<file path="config.mk">
export PLATFORM = sky130hd
export DESIGN_NAME = dual_adc_serial_io_config
export DESIGN_NICKNAME = d
export VERILOG_FILES = /design/src/rtl/dual_adc_io_pkg.sv /design/src/rtl/dual_adc_serial_io_config.sv
export VERILOG_INCLUDE_DIRS = /design/src /design/src/rtl
export SDC_FILE = /design/constraint.sdc
export NUM_CORES = 1
export LEC_CHECK = 0
export BUFFER_PORTS_ARGS = -buffer_cell sky130_fd_sc_hd__buf_2
export CORE_UTILIZATION = 30
export DETAILED_ROUTE_END_ITERATION = 10
export GPL_TIMING_DRIVEN = 1
export RECOVER_POWER = 100
export SLEW_MARGIN = 20
export SYNTH_ARGS = -nofsm -noshare
export SYNTH_HDL_FRONTEND = slang
export SYNTH_SLANG_ARGS = --single-unit
</file>
<file path="constraint.sdc">
create_clock -name i_core_clk -period 4.9 [get_ports i_core_clk]
set_clock_uncertainty 0.2 [all_clocks]
set_input_delay 1.47 -clock i_core_clk [delete_from_list [all_inputs] [get_ports i_core_clk]]
set_output_delay 1.47 -clock i_core_clk [all_outputs]
set_load 0.005 [all_outputs]
</file>
<file path="src/rtl/dual_adc_io_defs.svh">
// constants for the dual converter serial data and configuration port
`ifndef DUAL_ADC_IO_DEFS_SVH
`define DUAL_ADC_IO_DEFS_SVH
// ==================================================================
// field widths
`define RES_W        16
`define CODE_W       3
`define CFG_W        6
`define CHAN_FRAME_W 19
`define FRAME_W      38
// ==================================================================
// frame bit positions: channel 0 in upper half, result before code
`define LANE0_MSB    37
`define LANE1_MSB    18
// ==================================================================
// reset and fixed values
`define CFG_RESET    6'h3f
`define CODE_OFF     3'h0
`define CODE_TWOS_B  1
// ==================================================================
// timing: conversion time in ns, cycle count rounded up
`define CLK_PERIOD_NS 5
`define CONV_TIME_NS  500
`define CONV_CYCLES \
  ((`CONV_TIME_NS + `CLK_PERIOD_NS - 1) / `CLK_PERIOD_NS)
`define CONV_CNT_W    8
// ==================================================================
// pin synchroniser slots
`define PIN_N        7
`define PIN_CNV      0
`define PIN_CS_N     1
`define PIN_SCK      2
`define PIN_SDI      3
`define PIN_DSCK     4
`define PIN_DSDI     5
`define PIN_MODE     6
`endif

</file>
<file path="src/rtl/dual_adc_io_pkg.sv">
// types shared by the dual converter serial port
package dual_adc_io_pkg;
  // raw converter results for both channels, offset binary
  typedef struct packed {
    logic [15:0] chan1;
    logic [15:0] chan0;
  } sample_pair_type;
  // range codes in force for the current results
  typedef struct packed {
    logic [2:0] chan1;
    logic [2:0] chan0;
  } range_pair_type;
  // conversion sequencer
  typedef enum logic {CONV_IDLE, CONV_RUN} conv_state_type;
endpackage

</file>
<file path="src/rtl/dual_adc_serial_io_config.sv">
// serial data and configuration port of a dual 16-bit converter
`timescale 1ns/100ps
`include "dual_adc_io_defs.svh"

module dual_adc_serial_io_config
#(
  parameter int CONV_CYCLES = `CONV_CYCLES
)
(
  // clock and reset
  input  wire logic                              i_core_clk,
  input  wire logic                              i_rst_n,
  // converter core
  input  wire dual_adc_io_pkg::sample_pair_type  i_samples,
  input  wire logic                              i_convert_request,
  output logic                                   o_busy,
  output dual_adc_io_pkg::range_pair_type        o_active_ranges,
  // mode strap and select
  input  wire logic                              i_diff_mode_sel,
  input  wire logic                              i_cs_n,
  // single-ended pins
  input  wire logic                              i_shift_clock_in,
  input  wire logic                              i_config_serial_in,
  output logic                                   o_chan0_serial_out,
  output logic                                   o_chan0_serial_oe_n,
  output logic                                   o_chan1_serial_out,
  output logic                                   o_chan1_serial_oe_n,
  output logic                                   o_echoed_clock_out,
  // differential pins
  input  wire logic                              i_diff_shift_clock_in,
  input  wire logic                              i_diff_config_in,
  output logic                                   o_diff_serial_out,
  output logic                                   o_diff_serial_oe_n,
  output logic                                   o_diff_echoed_clock_out,
  output logic                                   o_diff_term_en
);
  import dual_adc_io_pkg::*;

  // ================================================================
  // functions
  // two's complement for bipolar codes, offset core value converted
  function automatic logic [`RES_W-1:0] format_result
  (
    input logic [`CODE_W-1:0] code,
    input logic [`RES_W-1:0]  raw
  );
    logic [`RES_W-1:0] res;
    res = raw;
    if (code == `CODE_OFF)
      res = '0;
    else if (code[`CODE_TWOS_B])
      res[`RES_W-1] = ~raw[`RES_W-1];
    return res;
  endfunction

  // ================================================================
  // pin synchronisers
  logic [`PIN_N-1:0] pins;
  logic [`PIN_N-1:0] sync1;
  logic [`PIN_N-1:0] sync2;
  logic [`PIN_N-1:0] sync3;
  logic [`PIN_N-1:0] filt;
  logic [`PIN_N-1:0] filt_d;

  // pin vector assembly
  assign pins[`PIN_CNV]  = i_convert_request;
  assign pins[`PIN_CS_N] = i_cs_n;
  assign pins[`PIN_SCK]  = i_shift_clock_in;
  assign pins[`PIN_SDI]  = i_config_serial_in;
  assign pins[`PIN_DSCK] = i_diff_shift_clock_in;
  assign pins[`PIN_DSDI] = i_diff_config_in;
  assign pins[`PIN_MODE] = i_diff_mode_sel;

  // three stages, change accepted once stages two and three agree
  genvar g;
  generate
    for (g = 0; g < `PIN_N; g++)
    begin : g_sync
      always_ff @(posedge i_core_clk)
      begin
        if (!i_rst_n)
        begin
          sync1[g]  <= (g == `PIN_CS_N);
          sync2[g]  <= (g == `PIN_CS_N);
          sync3[g]  <= (g == `PIN_CS_N);
          filt[g]   <= (g == `PIN_CS_N);
          filt_d[g] <= (g == `PIN_CS_N);
        end
        else
        begin
          sync1[g]  <= pins[g];
          sync2[g]  <= sync1[g];
          sync3[g]  <= sync2[g];
          filt_d[g] <= filt[g];
          if (sync2[g] == sync3[g])
            filt[g] <= sync3[g];
        end
      end
    end
  endgenerate

  // ================================================================
  // decoded pin events
  logic diff;
  logic cs_n;
  logic sck;
  logic config_serial_in;
  logic sck_rise;
  logic sck_fall;
  logic cnv_rise;

  // mode strap picks lane set and clock source
  assign diff     = filt[`PIN_MODE];
  assign cs_n     = filt[`PIN_CS_N];
  assign sck      = diff ? filt[`PIN_DSCK] : filt[`PIN_SCK];
  assign config_serial_in      = diff ? filt[`PIN_DSDI] : filt[`PIN_SDI];
  // clock edges only count while selected, any idle level
  assign sck_rise = !cs_n && sck && !(diff ? filt_d[`PIN_DSCK]
                                           : filt_d[`PIN_SCK]);
  assign sck_fall = !cs_n && !sck && (diff ? filt_d[`PIN_DSCK]
                                           : filt_d[`PIN_SCK]);
  assign cnv_rise = filt[`PIN_CNV] && !filt_d[`PIN_CNV];

  // ================================================================
  // conversion sequencer
  conv_state_type            state;
  logic [`CONV_CNT_W-1:0]    conv_cnt;
  logic                      load;
  logic [`CFG_W-1:0]         cfg_shift;
  range_pair_type            ranges;

  // finishing cycle loads the output frame
  assign load = (state == CONV_RUN) && (conv_cnt == `CONV_CNT_W'(1));

  // busy over the conversion, request ignores select
  always_ff @(posedge i_core_clk)
  begin
    if (!i_rst_n)
    begin
      state    <= CONV_IDLE;
      conv_cnt <= '0;
    end
    else
    begin
      case (state)
        CONV_IDLE:
          if (cnv_rise)
          begin
            state    <= CONV_RUN;
            conv_cnt <= `CONV_CNT_W'(CONV_CYCLES);
          end
        CONV_RUN:
        begin
          conv_cnt <= conv_cnt - `CONV_CNT_W'(1);
          if (load)
            state <= CONV_IDLE;
        end
        default:
          state <= CONV_IDLE;
      endcase
    end
  end

  assign o_busy = (state == CONV_RUN);

  // ================================================================
  // configuration word: msb first, channel 1 in upper bits
  always_ff @(posedge i_core_clk)
  begin
    if (!i_rst_n)
      cfg_shift <= `CFG_RESET;
    else if (sck_rise || (diff && sck_fall))
      cfg_shift <= {cfg_shift[`CFG_W-2:0], config_serial_in};
  end

  // word applies from the next conversion start
  always_ff @(posedge i_core_clk)
  begin
    if (!i_rst_n)
      ranges <= `CFG_RESET;
    else if (state == CONV_IDLE && cnv_rise)
      ranges <= cfg_shift;
  end

  assign o_active_ranges = ranges;

  // ================================================================
  // output frame shifter
  logic [`FRAME_W-1:0] frame;

  // load result then range per channel; shift per mode
  always_ff @(posedge i_core_clk)
  begin
    if (!i_rst_n)
      frame <= '0;
    else if (load)
      frame <= {format_result(ranges.chan0, i_samples.chan0),
                ranges.chan0,
                format_result(ranges.chan1, i_samples.chan1),
                ranges.chan1};
    else if (diff && (sck_rise || sck_fall))
      frame <= {frame[`FRAME_W-2:0], 1'b0};
    else if (!diff && sck_rise)
      frame <= {frame[`LANE0_MSB-1:`LANE1_MSB+1], 1'b0,
                frame[`LANE1_MSB-1:0], 1'b0};
  end

  // ================================================================
  // echoed clocks
  logic se_echo;
  logic diff_echo;

  // half-rate toggle, cleared when busy falls
  always_ff @(posedge i_core_clk)
  begin
    if (!i_rst_n)
      se_echo <= 1'b0;
    else if (load)
      se_echo <= 1'b0;
    else if (!diff && sck_rise)
      se_echo <= ~se_echo;
  end

  // full-rate copy, same pipeline depth as frame shift
  always_ff @(posedge i_core_clk)
  begin
    if (!i_rst_n)
      diff_echo <= 1'b0;
    else
      diff_echo <= diff && !cs_n && sck;
  end

  // ================================================================
  // pin drivers, output enables active low, termination enable active high
  assign o_chan0_serial_out      = frame[`LANE0_MSB];
  assign o_chan1_serial_out      = frame[`LANE1_MSB];
  assign o_diff_serial_out       = frame[`LANE0_MSB];
  assign o_chan0_serial_oe_n     = cs_n || diff;
  assign o_chan1_serial_oe_n     = cs_n || diff;
  assign o_diff_serial_oe_n      = cs_n || !diff;
  assign o_echoed_clock_out      = se_echo;
  assign o_diff_echoed_clock_out = diff_echo;
  assign o_diff_term_en          = diff && !cs_n;
endmodule

</file>
# After elaboration in Yosys (flattened, before gate mapping)
# Cells that the tools add are included.
# word_totals
register_bits	92
in_bits	41
output_inout_bits	16
# op_classes
n_bitwise	5
n_eq_ne	9
n_mux	17
n_reduce_logical	25
add_sub_neg	1
# op_table
op	n
38-bit 2-to-1 mux	3
15-bit 2-to-1 mux	2
8-bit case mux with 2 select lines	1
1-bit logical AND	12
1-bit 2-to-1 mux	9
8-bit by 1-bit == test with 1-bit output, second input constant	1
8-bit 2-to-1 mux	1
8-bit by 1-bit subtractor with 8-bit output, second input constant	1
1-bit == test	7
3-bit zero test	2
1-bit zero test	5
1-bit NOT	5
1-bit logical OR	4
3-bit nonzero test	1
2-bit != test, second input constant	1
1-bit case mux with 2 select lines	1
2-bit OR reduction	1

# Logic depth before layout (Yosys ltp)
# logic_depth
word_depth	8
depth_mapped	8
mapped_depth_nobuf	6

# Worst setup path before layout
# Ideal clock, no wire load.
# synth_timing
path_type	input to register
from	input i_rst_n
to	register frame[10]
stages	4
n_path_buf	2
t_arrival_ns	2.198
slack_ns	2.360
required_ns	4.558
cell_sequence	inv_1 clkbuf_1 clkbuf_1 a311oi_1
# synth_lines
element	line	text
start, declared	dual_adc_serial_io_config.sv:12	input wire logic i_rst_n,
end signal, assigned	dual_adc_serial_io_config.sv:197	frame <= {format_result(ranges.chan0, i_samples.chan0),
end signal, assigned	dual_adc_serial_io_config.sv:202	frame <= {frame[`FRAME_W-2:0], 1'b0};
end signal, assigned	dual_adc_serial_io_config.sv:204	frame <= {frame[`LANE0_MSB-1:`LANE1_MSB+1], 1'b0,
end, declared	dual_adc_serial_io_config.sv:189	logic [`FRAME_W-1:0] frame;
# No word-level cell between the ends.

# Worst setup path in the final report
# layout_timing
from	register conv_cnt[1]
to	register frame[37]
# layout_between
elab_chain_len	3
word_cells_on_any_way	4
classes_between	1 x eq/ne; 1 x mux; 2 x reduce/logical
# layout_rtl
element	line	text
start, declared	dual_adc_serial_io_config.sv:127	logic [`CONV_CNT_W-1:0] conv_cnt;
start signal, assigned	dual_adc_serial_io_config.sv:150	conv_cnt <= `CONV_CNT_W'(CONV_CYCLES);
start signal, assigned	dual_adc_serial_io_config.sv:154	conv_cnt <= conv_cnt - `CONV_CNT_W'(1);
8-bit by 1-bit == test with 1-bit output (*)	dual_adc_serial_io_config.sv:133	assign load = (state == CONV_RUN) && (conv_cnt == `CONV_CNT_W'(1));
1-bit logical AND (*)	dual_adc_serial_io_config.sv:133	
3-bit nonzero test (no line) / 38-bit 2-to-1 mux (equally long branches)	-	
# Every way passes the cells marked *; elsewhere a longest branch is shown, timed or not.
# A chain may end at the register's enable or synchronous reset.

==> impl_metrics.ini <==
[logic_synthesis]
ys_ff_latch = 92
synthFlopType = dfxtp_1
synth_top_family_by_area = simple AND/OR/NAND/NOR gates
synth_fa_ha_area_share_pct = 0.674
synth-simple-area-share_pct = 23.3
synth_top_cell_by_area = dfxtp_1
synth_mux_area_share_pct = 1.45
netlist_area_sq_mm = 0.00371
yosys.cell_count.top_type = nand2_1
seq_area_frac_synth_pct = 49.6
synth_edf_count = 0
synthCells = 417
yosysWarnings = 0
ys_top_cells_by_area = dfxtp_1, nand2_1, a311oi_1, a21oi_1, and2_1
synth-compound-area-share_pct = 18.0
ys_top_cells_by_count = nand2_1, dfxtp_1, a21oi_1
avgSynthCellArea_sq_um = 8.90
synth.distinct_cells = 42
synth.top_cell.area_share_pct = 49.6
syn-num-nets = 460
async_reset_ff_share_pct = 0
synthXorXnorAreaFrac_pct = 1.15

[cells_and_area]
design_area_sq_mm = 0.00423
synthToLayoutAreaGrowth_pct = 14.1
stdcell_count = 604
n_antenna_cell = 0
nets = 497
drive_gt1_share_pct = 18.4

[floorplan]
io-pin-count = 57
die_w_microns = 113
dieHeight_microns = 113
initial_core_util_pct = 30.9
coreArea_sq_mm = 0.0120
row_count = 40
die_area_sq_mm = 0.0128

[placement]
postPlaceCellArea_sq_mm = 0.00401
hpwlAfterDp_microns = 5040
place_inst = 590
place_congestion = 0.724
io_buffer_count = 56

[grt]
grt_pass1_wl_microns = 13100
grt_max_degree = 46
overflow = 0
grt_pass1_vias = 2711
antenna_found_initial = 0
track_usage_pct = 13.0

[drt]
drc = 0
routedWlPerCell_microns = 12.9
drt_wl_total_microns = 7810
antenna_left = 0
first_pass_iters = 4
vias = 2954
drtIter0Drc = 211
via_per_inst = 4.89

[cts]
cts_buffers = 9
clockBufferDepth = 2
clkTransAtPathRegs_ns = 0.06
clk_latency_ns = 0.34
clock_sinks = 92
cts_hold_buf = 0
cts_setup_buffers = 0
h-tree-depth = 3
cts_tree = done
cts-root-buf = clkbuf_16
post_cts_resized = 0

[timing]
max_freq_mhz = 345
fin_hold_ws_ns = 0.207
tns_ns = 0
setup_viol = 0
period_share_pct = 59.2
slew_viol_final = 0
hold_viol = 0
slew_headroom_pct = 16.2
rsz0062_at_grt = false
period_needed_ns = 2.90
tightest_slew_ns = 1.25

[status]
status = completed

[worst_setup_path]
worstSetupPathType = reg -> reg
max_stage_delay_ns = 0.90
cp.required_ns = 4.96
cp_max_fo = 42
start_kind = flop
slowest_stage = nand2_1
worstPathCellList = inv_1 -> ha_1 -> and4bb_1 -> nand2_1 -> buf_4 -> nor3_1 -> a311oi_1
end_kind = flop
critical-path-top-delay-family = simple AND/OR/NAND/NOR gates
arrival_ns = 2.95
worst-path-buf-inv = 2

[pwr]
power.density_mw_per_mm2 = 333
ir_worst_vdd_uv = 142
p_total_mw = 1.41
power.leakage_nw = 1.52

[flow_run]
maxCapViolCount = 0

[min_path]
hold_class = reg -> reg
-- sequential cells by signal, summed over array words and instances (netlist names) --
signal / flops
o_busy: 1
conv_cnt: 8
filt_d: 3
diff: 1
sync1: 7
filt: 5
cs_n: 1
o_active_ranges: 6
sync2: 7
sync3: 7
o_echoed_clock_out: 1
o_diff_echoed_clock_out: 1
cfg_shift: 6
frame: 38
-- final cells by class --
cell class,instances,area (sq um)
clock buffer,9,225
clock inverter,5,31.3
fill,1273,7780
inverter,5,18.8
multi-input combinational,286,1630
sequential,92,1840
tap,147,184
timing repair buffer,60,307
-- worst reg2reg max path, delay by kind of cell, from the launching register on --
| kind | cells | cell delay [ns] |
|---|---|---|
| fa+ha+maj | 1 | 0.18 |
| flops | 1 | 0.35 |
| compound gates | 1 | 0.24 |
| simple gates | 3 | 1.26 |
| buf+inv | 2 | 0.58 |
-- worst paths after layout --
kind / end / startpoint / cells past startpoint / slack (ns)
max: frame[37] / conv_cnt[1] / 7 / 2.00
min: sync2[1] / sync1[1] / 1 / 0.21
max reg2reg: frame[37] / conv_cnt[1] / 7 / 2.00
min reg2reg: sync2[1] / sync1[1] / 1 / 0.21
-- cells by family after synthesis --
family,after synthesis
AND/OR/NAND/NOR,178
AO/OA/AOI/OAI,97
flip-flops,92
buffers and inverters,39
multiplexers,5
XOR/XNOR,4
adder cells (fa/ha/maj),2
-- through the flow --
stage / util [%] / worst slack, ns
2_1_floorplan: - / 2.36
3_3_place_gp: 33.4 / 1.89
3_5_place_dp: 33.4 / 1.81
4_1_cts: 35.5 / 2.01
5_1_grt: 35.2 / 1.63
6_report: 35.2 / 2.00
-- placed cells by master, fill, tap and decap left out, drive strengths merged --
cell type	netlist	routed
a211oi	1	1
a21o	1	1
a21oi	42	42
a22oi	1	1
a311oi	33	33
a31oi	4	4
and2	22	22
and4bb	1	1
buf	15	57
clkbuf	19	12
clkinv	0	4
clkinvlp	0	1
dfxtp	92	92
ha	2	2
inv	5	5
mux2	3	3
mux2i	2	2
nand2	105	105
nand2b	4	4
nand3	15	15
nand4bb	1	1
nor2	13	13
nor2b	2	2
nor3	4	4
nor3b	3	3
nor4	1	1
nor4b	2	2
o211ai	1	1
o21ai	12	12
o21ba	1	1
o21bai	1	1
or2	2	2
or3	2	2
or3b	1	1
xnor2	3	3
xor2	1	1
-- routing by layer --
metal  track usage, %  wire [microns]
met4             4.74             109
met5                0               0
met2             19.5            3460
met1             17.5            3840
met3             4.18             394
-- where the power goes --
part | switching, mW | total [mW] | internal (mW)
clock | 0.274 | 0.609 | 0.336
sequential | 0.00370 | 0.759 | 0.756
combinational | 0.0199 | 0.0392 | 0.0192
Power figures use the tool's default switching activity.
